--- src/logic/axrj_defines.vh ---
// Purpose: Shared constants for the accumulator logic, rotate and jump datapath.
// Assumes: Opcodes are 8-bit words read as three octal digits of 2, 3 and 3 bits.
// Notes: Definitions only; included by the core and the ALU.
//
// Contract
// - Exclusive-or sets an accumulator bit only when exactly one input bit is one.
// - Octal 250 to 256 exclusive-or the accumulator with a register by low digit.
// - Octal 257 exclusive-ors the accumulator with memory at page and offset pointers.
// - Octal 054 exclusive-ors with the next word; counter also steps past it.
// - Operand register stays unchanged; accumulator with itself always gives zero.
// - AND or OR of the accumulator with itself keeps its value.
// - Octal 002 rotates left circular; carry takes the old top bit.
// - Octal 022 rotates left through carry; old carry enters bit zero.
// - Octal 012 rotates right circular; old bit zero enters the top bit.
// - Octal 032 rotates right through carry; old carry enters the top bit.
// - Rotates change only the carry flag.
// - The program counter steps by one after the opcode, an immediate word and a jump's low address word.
// - A jump takes three words: opcode, then two address words.
// - A jump loads the assembled target and fetching continues from there.
// - Jump opcode is octal 1x4 whatever the middle digit.
// - Every logic instruction clears carry and sets other flags from the result.

`ifndef AXRJ_DEFINES_VH
`define AXRJ_DEFINES_VH

`define AXRJ_PAGE_W 6
`define AXRJ_RST_BYTE 8'h00
`define AXRJ_RST_BIT 1'b0

`define AXRJ_GRP_REG 2'h2
`define AXRJ_GRP_IMM 2'h0
`define AXRJ_GRP_JMP 2'h1
`define AXRJ_SRC_MEM 3'h7
`define AXRJ_SRC_IMM 3'h4
`define AXRJ_SRC_ROT 3'h2
`define AXRJ_SRC_JMP 3'h4
`define AXRJ_ROT_TOP 3'h0

`define AXRJ_ALU_RLC 3'h0
`define AXRJ_ALU_RRC 3'h1
`define AXRJ_ALU_RAL 3'h2
`define AXRJ_ALU_RAR 3'h3
`define AXRJ_ALU_AND 3'h4
`define AXRJ_ALU_XOR 3'h5
`define AXRJ_ALU_OR 3'h6

`define AXRJ_IDX_ACC 3'h0
`define AXRJ_IDX_PAGE 3'h5
`define AXRJ_IDX_OFS 3'h6
`define AXRJ_NUM_REGS 7

`endif

--- src/logic/axrj_alu.v ---
// Purpose: Combinational logic and rotate unit for the accumulator.
// Assumes: Operation codes follow the shared defines.
// Notes: Condition flags other than carry are judged by the caller from upd_zsp.
`timescale 1ns/1ps
`include "axrj_defines.vh"
module axrj_alu
(
	input wire [2:0] op,
	input wire [7:0] a,
	input wire [7:0] b,
	input wire cin,
	output reg [7:0] res,
	output reg cout,
	output reg upd_zsp
);
	always @*
	begin
		res = a;
		cout = cin;
		upd_zsp = 1'b0;
		case (op)
			`AXRJ_ALU_AND:
			begin
				res = a & b;
				cout = 1'b0;
				upd_zsp = 1'b1;
			end
			`AXRJ_ALU_XOR:
			begin
				res = a ^ b;
				cout = 1'b0;
				upd_zsp = 1'b1;
			end
			`AXRJ_ALU_OR:
			begin
				res = a | b;
				cout = 1'b0;
				upd_zsp = 1'b1;
			end
			`AXRJ_ALU_RLC:
			begin
				res = {a[6:0], a[7]};
				cout = a[7];
			end
			`AXRJ_ALU_RRC:
			begin
				res = {a[0], a[7:1]};
				cout = a[0];
			end
			`AXRJ_ALU_RAL:
			begin
				res = {a[6:0], cin};
				cout = a[7];
			end
			`AXRJ_ALU_RAR:
			begin
				res = {cin, a[7:1]};
				cout = a[0];
			end
			default:
			begin
				res = a;
				cout = cin;
				upd_zsp = 1'b0;
			end
		endcase
	end
endmodule

--- src/logic/axrj_core.v ---
// Purpose: Fetch, decode and execute for logic, rotate and jump instructions.
// Assumes: Memory runs on CLK_SYS and answers a held request with a one-cycle ack.
// Notes: Opcodes outside the covered groups are fetched and passed over as one word.
`timescale 1ns/1ps
`include "axrj_defines.vh"
module axrj_core #(
	parameter PAGE_W = `AXRJ_PAGE_W
)
(
	input wire CLK_SYS,
	input wire NRST,
	input wire [7:0] MEM_RDATA,
	input wire MEM_ACK,
	input wire REG_WR_EN,
	input wire [2:0] REG_WR_SEL,
	input wire [7:0] REG_WR_DATA,
	output wire MEM_REQ,
	output wire [PAGE_W+7:0] MEM_ADDR,
	output wire [PAGE_W+7:0] PC,
	output wire [7:0] ACC,
	output wire FLAG_CARRY,
	output wire FLAG_ZERO,
	output wire FLAG_SIGN,
	output wire FLAG_PARITY,
	output wire INSTR_DONE
);
	localparam AW = PAGE_W + 8;
	localparam [2:0] ST_FETCH = 3'h0;
	localparam [2:0] ST_DECODE = 3'h1;
	localparam [2:0] ST_OPND = 3'h2;
	localparam [2:0] ST_JLO = 3'h3;
	localparam [2:0] ST_JHI = 3'h4;
	localparam [AW-1:0] PC_ONE = {{(AW-1){1'b0}}, 1'b1};

	reg [2:0] state_ff;
	reg [2:0] nxt_state;
	reg [7:0] ir_ff;
	reg [7:0] nxt_ir;
	reg [AW-1:0] pc_ff;
	reg [AW-1:0] nxt_pc;
	reg [AW-1:0] addr_ff;
	reg [AW-1:0] nxt_addr;
	reg mem_req_ff;
	reg nxt_mem_req;
	reg [7:0] jlo_ff;
	reg [7:0] nxt_jlo;
	reg carry_ff;
	reg nxt_carry;
	reg zero_ff;
	reg nxt_zero;
	reg sign_ff;
	reg nxt_sign;
	reg parity_ff;
	reg nxt_parity;
	reg done_ff;
	reg nxt_done;
	reg acc_we;
	reg [7:0] acc_wdata;
	reg [7:0] rf_ff [0:`AXRJ_NUM_REGS-1];

	wire [7:0] alu_res;
	wire alu_cout;
	wire alu_upd;
	wire [2:0] alu_op;
	wire [7:0] alu_b;
	wire [7:0] reg_opnd;
	wire logic_op;
	wire is_logic_reg;
	wire is_logic_mem;
	wire is_logic_imm;
	wire is_rot;
	wire is_jmp;
	wire mem_done;
	wire res_zero;
	wire res_sign;
	wire res_parity;

	// Octal digits of the held opcode are its 2, 3 and 3 bit fields.
	assign logic_op = ir_ff[5] && (ir_ff[5:3] != 3'h7);
	assign is_logic_reg = (ir_ff[7:6] == `AXRJ_GRP_REG) && logic_op
		&& (ir_ff[2:0] != `AXRJ_SRC_MEM);
	assign is_logic_mem = (ir_ff[7:6] == `AXRJ_GRP_REG) && logic_op
		&& (ir_ff[2:0] == `AXRJ_SRC_MEM);
	assign is_logic_imm = (ir_ff[7:6] == `AXRJ_GRP_IMM) && logic_op
		&& (ir_ff[2:0] == `AXRJ_SRC_IMM);
	assign is_rot = (ir_ff[7:5] == `AXRJ_ROT_TOP)
		&& (ir_ff[2:0] == `AXRJ_SRC_ROT);
	// The middle digit is ignored so every 1x4 form jumps.
	assign is_jmp = (ir_ff[7:6] == `AXRJ_GRP_JMP)
		&& (ir_ff[2:0] == `AXRJ_SRC_JMP);

	assign reg_opnd = rf_ff[ir_ff[2:0]];
	assign alu_op = is_rot ? {1'b0, ir_ff[4:3]} : ir_ff[5:3];
	assign alu_b = (state_ff == ST_OPND) ? MEM_RDATA : reg_opnd;
	assign mem_done = mem_req_ff && MEM_ACK;

	// Result flags are shared by register and operand paths so both judge alike.
	assign res_zero = (alu_res == 8'h00);
	assign res_sign = alu_res[7];
	assign res_parity = ~^alu_res;

	axrj_alu u_alu
	(
		.op(alu_op),
		.a(rf_ff[`AXRJ_IDX_ACC]),
		.b(alu_b),
		.cin(carry_ff),
		.res(alu_res),
		.cout(alu_cout),
		.upd_zsp(alu_upd)
	);

	// Register and rotate results are written at the end of decode, operand results on the ack in ST_OPND, so done rises with the new accumulator.
	always @*
	begin
		nxt_state = state_ff;
		nxt_ir = ir_ff;
		nxt_pc = pc_ff;
		nxt_addr = addr_ff;
		nxt_mem_req = mem_req_ff;
		nxt_jlo = jlo_ff;
		nxt_carry = carry_ff;
		nxt_zero = zero_ff;
		nxt_sign = sign_ff;
		nxt_parity = parity_ff;
		nxt_done = 1'b0;
		acc_we = 1'b0;
		acc_wdata = alu_res;
		case (state_ff)
			ST_FETCH:
			begin
				nxt_mem_req = 1'b1;
				if (mem_done)
				begin
					nxt_ir = MEM_RDATA;
					nxt_pc = pc_ff + PC_ONE;
					nxt_mem_req = 1'b0;
					nxt_state = ST_DECODE;
				end
			end
			ST_DECODE:
			begin
				nxt_mem_req = 1'b1;
				nxt_addr = pc_ff;
				nxt_state = ST_FETCH;
				if (is_logic_reg || is_rot)
				begin
					acc_we = 1'b1;
					nxt_done = 1'b1;
					nxt_carry = alu_cout;
				end
				else if (is_logic_mem)
				begin
					// Data pointer is page register over offset register.
					nxt_addr = {rf_ff[`AXRJ_IDX_PAGE][PAGE_W-1:0],
						rf_ff[`AXRJ_IDX_OFS]};
					nxt_state = ST_OPND;
				end
				else if (is_logic_imm)
				begin
					nxt_state = ST_OPND;
				end
				else if (is_jmp)
				begin
					nxt_state = ST_JLO;
				end
				else
				begin
					nxt_done = 1'b1;
				end
				if (alu_upd && (is_logic_reg || is_rot))
				begin
					nxt_zero = res_zero;
					nxt_sign = res_sign;
					nxt_parity = res_parity;
				end
			end
			ST_OPND:
			begin
				if (mem_done)
				begin
					acc_we = 1'b1;
					nxt_carry = alu_cout;
					nxt_zero = res_zero;
					nxt_sign = res_sign;
					nxt_parity = res_parity;
					nxt_done = 1'b1;
					if (is_logic_imm)
					begin
						// Step past the immediate word before the next fetch.
						nxt_pc = pc_ff + PC_ONE;
						nxt_addr = pc_ff + PC_ONE;
					end
					else
					begin
						nxt_addr = pc_ff;
					end
					nxt_state = ST_FETCH;
				end
			end
			ST_JLO:
			begin
				// The low target half is held until the page half arrives.
				if (mem_done)
				begin
					nxt_jlo = MEM_RDATA;
					nxt_pc = pc_ff + PC_ONE;
					nxt_addr = pc_ff + PC_ONE;
					nxt_state = ST_JHI;
				end
			end
			ST_JHI:
			begin
				if (mem_done)
				begin
					// Only the low page bits fit the address; the rest are dropped.
					nxt_pc = {MEM_RDATA[PAGE_W-1:0], jlo_ff};
					nxt_addr = {MEM_RDATA[PAGE_W-1:0], jlo_ff};
					nxt_done = 1'b1;
					nxt_state = ST_FETCH;
				end
			end
			default:
			begin
				// An illegal state falls back to a fetch at the counter.
				nxt_state = ST_FETCH;
				nxt_addr = pc_ff;
				nxt_mem_req = 1'b0;
			end
		endcase
	end

	// Synchronous reset keeps the state and flags in step with the memory side.
	always @(posedge CLK_SYS)
	begin
		if (!NRST)
		begin
			state_ff <= ST_FETCH;
			ir_ff <= `AXRJ_RST_BYTE;
			pc_ff <= {AW{1'b0}};
			addr_ff <= {AW{1'b0}};
			mem_req_ff <= `AXRJ_RST_BIT;
			jlo_ff <= `AXRJ_RST_BYTE;
			carry_ff <= `AXRJ_RST_BIT;
			zero_ff <= `AXRJ_RST_BIT;
			sign_ff <= `AXRJ_RST_BIT;
			parity_ff <= `AXRJ_RST_BIT;
			done_ff <= `AXRJ_RST_BIT;
		end
		else
		begin
			state_ff <= nxt_state;
			ir_ff <= nxt_ir;
			pc_ff <= nxt_pc;
			addr_ff <= nxt_addr;
			mem_req_ff <= nxt_mem_req;
			jlo_ff <= nxt_jlo;
			carry_ff <= nxt_carry;
			zero_ff <= nxt_zero;
			sign_ff <= nxt_sign;
			parity_ff <= nxt_parity;
			done_ff <= nxt_done;
		end
	end

	// Execution owns the accumulator in its write cycle, so a preload there is lost.
	genvar gi;
	generate
		for (gi = 0; gi < `AXRJ_NUM_REGS; gi = gi + 1)
		begin : g_rf
			always @(posedge CLK_SYS)
			begin
				if (!NRST)
				begin
					rf_ff[gi] <= `AXRJ_RST_BYTE;
				end
				else if ((gi == 0) && acc_we)
				begin
					rf_ff[gi] <= acc_wdata;
				end
				else if (REG_WR_EN && (REG_WR_SEL == gi))
				begin
					rf_ff[gi] <= REG_WR_DATA;
				end
			end
		end
	endgenerate

	// Every output is a flip-flop, so nothing combinational reaches the pins.
	assign MEM_REQ = mem_req_ff;
	assign MEM_ADDR = addr_ff;
	assign PC = pc_ff;
	assign ACC = rf_ff[`AXRJ_IDX_ACC];
	assign FLAG_CARRY = carry_ff;
	assign FLAG_ZERO = zero_ff;
	assign FLAG_SIGN = sign_ff;
	assign FLAG_PARITY = parity_ff;
	assign INSTR_DONE = done_ff;
endmodule

--- config.mk ---
export PLATFORM = sky130hd
export DESIGN_NAME = axrj_core
export DESIGN_NICKNAME = d
export VERILOG_FILES = /design/src/logic/axrj_alu.v /design/src/logic/axrj_core.v
export VERILOG_INCLUDE_DIRS = /design/src /design/src/logic
export SDC_FILE = /design/constraint.sdc
export NUM_CORES = 1
export LEC_CHECK = 0
export BUFFER_PORTS_ARGS = -buffer_cell sky130_fd_sc_hd__clkbuf_2
export CAP_MARGIN = 10
export CORE_ASPECT_RATIO = 1.1
export CORE_UTILIZATION = 55
export DETAILED_ROUTE_END_ITERATION = 8
export HOLD_SLACK_MARGIN = 0.02
export PLACE_DENSITY = 0.75
export SLEW_MARGIN = 30
export SYNTH_ARGS = -nofsm -noshare
export SYNTH_HDL_FRONTEND = slang
export SYNTH_SLANG_ARGS = --single-unit
--- constraint.sdc ---
create_clock -name CLK_SYS -period 6.1 [get_ports CLK_SYS]
set_clock_uncertainty 0.05 [all_clocks]
set_input_delay 1.22 -clock CLK_SYS [delete_from_list [all_inputs] [get_ports CLK_SYS]]
set_output_delay 1.22 -clock CLK_SYS [all_outputs]
set_load 0.02 [all_outputs]
==> metrics, run 1 <==
TritonRoute pass-1 iters 7; Synth top area share 23.4%; Final #Nets about 850; GRT Total Usage 32.7%; DR iter-0 viols 723; CP cell instances nor2b_1 -> nand2b_2 -> mux2i_1 -> ha_1 -> mux2i_1 -> nor2_1 -> a311oi_1 -> a31oi_1 -> o22ai_1 -> ha_1 -> xor2_1 -> xnor2_1 -> nand2_1 -> o211a_1; vias in the first global route 5,934; Worst Setup Start Kind flop; Synth-to-Final Area Change 7.35%; Max FO, Critical Path 20; worst path bufs/invs 0; post-DP HPWL roughly 16,000 um; DRT antenna net count 0; Die X 111 um; Seq cells post-synth 112; CTS sink count about 110; vias roughly 6,400; Post-CTS Setup Inserts 0; sequential share of power between 50% and 60%; max frequency 223 MHz; ys flop type edfxtp_1; power share of the clock group a little over a third; ys async rst share 0%; CP max stage cell dfxtp_1; total negative setup slack 0 ns; vias per cell roughly 6.6; most common cell after layout, fill and taps aside nand2_1; num rows 43; Slew @ Worst Pin a little over 1 ns; H-tree depth 3; final hold vios 0; switch share 27.3%; die area 13,600 um2; Mapped Nets 831; final core utilization between 60% and 70%; Syn Area/Cell a little over 9 um2; max cap viols 0; largest cells by area after synthesis edfxtp_1 23%, dfxtp_1 16%, nand2_1 4.9%; CP delay by family, top simple AND/OR/NAND/NOR gates; met1 Resource Use GR 43.1%; Crit Path Category flop to flop; largest net degree at the start of global routing 67; run status finished, violations left; critical path required time 6.31 ns; GRT overflow 0; n_diodes 0; Cell Pwr Density 221 nW/um2; hold_buf cts 0; port bufs 64; worst reg-to-reg setup slack 1.61 ns; placer congestion estimate ~0.95; synth unique cells 79; share of layout cells above drive strength 1 between 15 and 20%; crit path time final approximately 4.5 ns; die extent in y 122 um; met2 Resource Use GR 52.1%; met3 usage 4.28%; VDD IR max 0.158 mV; Clock Pin Slew Worst Setup and Hold Paths roughly 0.070 ns; CTS buffer count 9; sequential fraction of the synthesis area 38.9%; antenna violations before repair 0; Mapped Cells 787; Hold Path Class flop to flop; max-slew violation count 0; most frequent cells in the layout 94 x nand2_1, 64 x o21ai_0, 64 x clkbuf_2, 56 x edfxtp_1; clk buf depth 2; first-pass GRT wire length 33,400 um; clk root buf clkbuf_16; Yosys top cell by area edfxtp_1; clock latency on the worst-skew pair between 0.3 and 0.4 ns; IO Pins 65; post-CTS sizing 0; final worst-path cycle share 73.7%; Internal 1.24 mW; RSZ-0062 raised after global routing no; Slew headroom a little under a third; initial core utilization between 50% and 60%; Critical Path End Type flop; TritonCTS clock tree built; count of flip-flops with a built-in enable after synthesis 56; Yosys Warn Count 0; routed wire length 21,700 um; combinational share of power 13.7%; post-route DRC violation count 11; slowest stage delay, CP 0.85 ns; drt wl/cell 22.3 um; Core Box Area between 10,000 and 15,000 um2; failing checks design-rule violations; Final setup viols 0; Post-Syn Area 7200 um2; leakage power total roughly 2.9 nW; CP Data Arrival Time 4.70 ns; Sw Pwr 0.468 mW; layout filler cell count ~1,100; GRT busiest layer met2
-- area by class of cell --
cell class | instances | area, um2 | share of cell area [%]
tap | 157 | 196 | 2.54
clock inverter | 4 | 51.3 | 0.664
clock buffer | 12 | 246 | 3.19
multi-input combinational | 598 | 4010 | 51.9
inverter | 20 | 75.1 | 0.971
sequential | 112 | 2810 | 36.3
timing repair buffer | 67 | 343 | 4.44
-- layer usage --
metal / part of all wire [%] / vias up
met5: 0 / -
met4: 4.7 / 0
met3: 7.2 / 63
met2: 46 / 315
met1: 42 / 3041
li1: - / 2942
-- Yosys cell counts, types with 7 or more instances --
library cell / n
inv_1: 20
nand2b_1: 9
buf_2: 14
a21boi_0: 16
buf_6: 8
o21ai_0: 69
clkbuf_1: 27
and3_1: 8
a21oi_1: 32
edfxtp_1: 56
o22ai_1: 10
mux2i_1: 32
o2bb2ai_1: 7
mux4_2: 8
mux2_2: 10
nor2_1: 42
o221ai_1: 12
and2_1: 54
o211ai_1: 15
nand3_1: 25
a22oi_1: 7
a31oi_1: 14
dfxtp_1: 56
nand2_1: 94
nor3_1: 10
ha_1: 21
-- worst min-delay path, stage by stage, from the launching register on --
cell and delay, ns:
dfxtp_1 0.32, nand2_1 0.05, o21ai_1 0.05
-- power groups by stage --
| stage | Clock [mW] | Combinational, mW | Sequential [mW] |
|---|---|---|---|
| 6_report | 0.608 | 0.234 | 0.871 |
| 5_1_grt | 0.636 | 0.253 | 0.875 |
| 4_1_cts | 0.608 | 0.230 | 0.869 |
| 3_5_place_dp | 0 | 0.229 | 0.886 |
| 3_3_place_gp | 0 | 0.222 | 0.884 |
| 2_1_floorplan | 0 | 0.164 | 0.867 |
-- path summary, 6_finish.rpt --
path / startpoint / to / cells past startpoint
worst max-delay path: state_ff[1]$_SDFFE_PN0P_ / FLAG_PARITY$_SDFFE_PN0P_ / 14
worst max register to register: state_ff[1]$_SDFFE_PN0P_ / FLAG_PARITY$_SDFFE_PN0P_ / 14
worst min-delay path: MEM_ADDR[2]$_SDFFE_PN0P_ / MEM_ADDR[2]$_SDFFE_PN0P_ / 2
worst min register to register: MEM_ADDR[2]$_SDFFE_PN0P_ / MEM_ADDR[2]$_SDFFE_PN0P_ / 2
-- sequential cells by signal (all words and copies together), names as in the netlist, named ones only --
| name | flops |
|---|---|
| jlo_ff | 8 |
| FLAG_ZERO | 1 |
| FLAG_SIGN | 1 |
| state_ff | 3 |
| rf_ff | 56 |
| INSTR_DONE | 1 |
| ir_ff | 8 |
| PC | 14 |
| FLAG_PARITY | 1 |
| MEM_REQ | 1 |
| MEM_ADDR | 14 |
| FLAG_CARRY | 1 |
-- metrics by stage --
step           power (mW)  hold slack, ns  setup slack (ns)  cells  area [um2]
6_report             1.71           0.412              1.61    970        7730
5_1_grt              1.76           0.445              1.36    970        7730
4_1_cts              1.71           0.415              1.74    970        7730
3_5_place_dp         1.11           0.406              1.77    954        7430
3_3_place_gp         1.11           0.394              2.04    954        7420
2_1_floorplan        1.03           0.408              2.64    787        7200
-- cell families after synthesis --
family	count (synthesis)	share of synthesized area, %
flip-flops	112	38.9
XOR/XNOR	12	1.46
multiplexers	50	8.52
buffers and inverters	77	5.49
AO/OA/AOI/OAI	231	21.3
adder cells (fa/ha/maj)	21	3.65
AND/OR/NAND/NOR	284	20.6
Power figures use the tool's default switching activity.
==> run 2, diff against run 1 <==
- PLACE_DENSITY: 0.75 -> 0.78
- clock period: 6.1 -> 4.1 ns (I/O delays scaled with it)
==> run 2 against run 1 <==
  * The flow still finishes with violations (design-rule violations)
  * First-iteration DRC count is 20% higher
  * Total power is 47% higher
  * Critical path depth stayed put
  * Worst setup slack worse by 1.1 ns
  * Flip-flop and latch count stayed put
  * Wire length is 0.54% higher
  * Critical path type unchanged
  * Critical endpoint unchanged
  * Highest routed layer unchanged
==> metrics, run 2 (synthesis gave the netlist of run 1 again) <==
run status finished, violations left; failing checks design-rule violations; clk root buf clkbuf_16; Slew headroom between 40% and 50%; IO Pins 65; Sw Pwr 0.725 mW; share of layout cells above drive strength 1 17.0%; post-DP HPWL 15,700 um; CP max stage cell edfxtp_1; num rows 43; max cap viols 0; combinational share of power 14.8%; initial core utilization between 50% and 60%; Max FO, Critical Path 7; GRT overflow 0; most common cell after layout, fill and taps aside nand2_1; post-route DRC violation count 6; CP cell instances mux4_2 -> mux2_2 -> mux2i_1 -> ha_1 -> mux2i_1 -> nor2_1 -> a311oi_1 -> a31oi_1 -> o22ai_1 -> ha_1 -> xor2_1 -> xnor2_1 -> nand2_1 -> o211a_1; Final setup viols 0; max-slew violation count 0; CTS sink count 112; Synth-to-Final Area Change 8.59%; routed wire length 21,800 um; sequential share of power 50.9%; antenna violations before repair 0; DRT antenna net count 0; CTS buffer count 9; placer congestion estimate 0.987; H-tree depth 3; vias per cell 6.58; Hold Path Class flop to flop; Cell Pwr Density approximately 320 nW/um2; vias in the first global route around 6,200; final worst-path cycle share 88.3%; clock latency on the worst-skew pair 0.37 ns; Post-CTS Setup Inserts 0; drt wl/cell around 22 um; register name with the most flops rf_ff; critical path required time 4.31 ns; slowest stage delay, CP 0.52 ns; Crit Path Category flop to flop; TritonRoute pass-1 iters 7; Critical Path End Type flop; max frequency 276 MHz; Slew @ Worst Pin roughly 0.85 ns; worst path bufs/invs 0; Final #Nets 867; Clock Pin Slew Worst Setup and Hold Paths around 0.080 ns; first-pass GRT wire length 33,800 um; RSZ-0062 raised after global routing no; leakage power total slightly below 3 nW; total negative setup slack 0 ns; VDD IR max between 0.3 and 0.4 mV; port bufs 64; hold_buf cts 0; layout filler cell count 1,097; most frequent cells in the layout 94 x nand2_1, 64 x o21ai_0, 64 x clkbuf_2, 56 x dfxtp_1, 56 x edfxtp_1; TritonCTS clock tree built; CP Data Arrival Time 3.83 ns; Die X 111 um; Core Box Area 12,700 um2; Internal 1.78 mW; largest net degree at the start of global routing 66; vias around 6,500; clk buf depth 2; max FFs per register 56; GRT Total Usage 32.8%; Worst Setup Start Kind flop; n_diodes 0; DR iter-0 viols around 870; final core utilization roughly three fifths; die area 13,600 um2; power share of the clock group roughly a third; post-CTS sizing 0; die extent in y 122 um; crit path time final 3.62 ns; CP delay by family, top multiplexers; switch share 28.9%; final hold vios 0
## run 2: cell count changes in the layout (fill, tap and decap cells not counted), moves of 2 or more
cell	previous run	this run
buf_4	3	18
clkbuf_1	2	0
clkinvlp_4	1	3
dfxtp_1	54	56
dfxtp_2	2	0
## run 2: final timing paths
path                            cells past startpoint                  endpoint                      from  slack (ns)
worst min-delay path                                2  MEM_ADDR[3]$_SDFFE_PN0P_  MEM_ADDR[3]$_SDFFE_PN0P_        0.42
worst min register to register                      2  MEM_ADDR[3]$_SDFFE_PN0P_  MEM_ADDR[3]$_SDFFE_PN0P_        0.42
worst max-delay path                               14  FLAG_PARITY$_SDFFE_PN0P_     rf_ff[0][7]$_DFFE_PP_        0.48
worst max register to register                     14  FLAG_PARITY$_SDFFE_PN0P_     rf_ff[0][7]$_DFFE_PP_        0.48
## run 2: worst min-delay path: stages (launching register included)
cell	delay, ns
dfxtp_1	0.32
nand2_1	0.05
o22ai_1	0.06
## run 2: routing by layer
metal	routed length, um	vias to the layer above	global-route usage, %	share of wire [%]
met5	0	-	0	0
met1	8440	3056	40.4	39
met3	1950	78	5.67	9.0
met2	10300	368	54.2	47
li1	-	2977	-	-
met4	1120	0	20.5	5.1
## run 2: area by class of cell
cell class                      count  area, um2  area share, %
Tap cell                          157        196           2.51
Inverter                           20       75.1          0.960
Clock buffer                        9        225           2.88
Sequential cell                   112       2800           35.9
Clock inverter                      7       56.3          0.720
Timing Repair Buffer               82        455           5.83
Multi-Input combinational cell    598       4010           51.2
## run 2: power groups by stage
stage | Clock, mW | Sequential [mW] | Combinational, mW
CTS | 0.857 | 1.28 | 0.366
detailed placement | 0 | 1.30 | 0.363
global route | 0.895 | 1.28 | 0.399
finish | 0.859 | 1.28 | 0.372
global placement | 0 | 1.30 | 0.351
floorplan | 0 | 1.29 | 0.244
## run 2: metrics by stage
step / hold WS, ns / setup slack (ns) / std cells / cell area [um2] / power, mW
2_1_floorplan: 0.408 / 0.642 / 787 / 7200 / 1.53
3_3_place_gp: 0.394 / 0.662 / 969 / 7530 / 1.65
3_5_place_dp: 0.408 / 0.549 / 969 / 7540 / 1.66
4_1_cts: 0.418 / 0.525 / 985 / 7820 / 2.50
5_1_grt: 0.447 / 0.257 / 985 / 7820 / 2.58
6_report: 0.422 / 0.479 / 985 / 7820 / 2.51
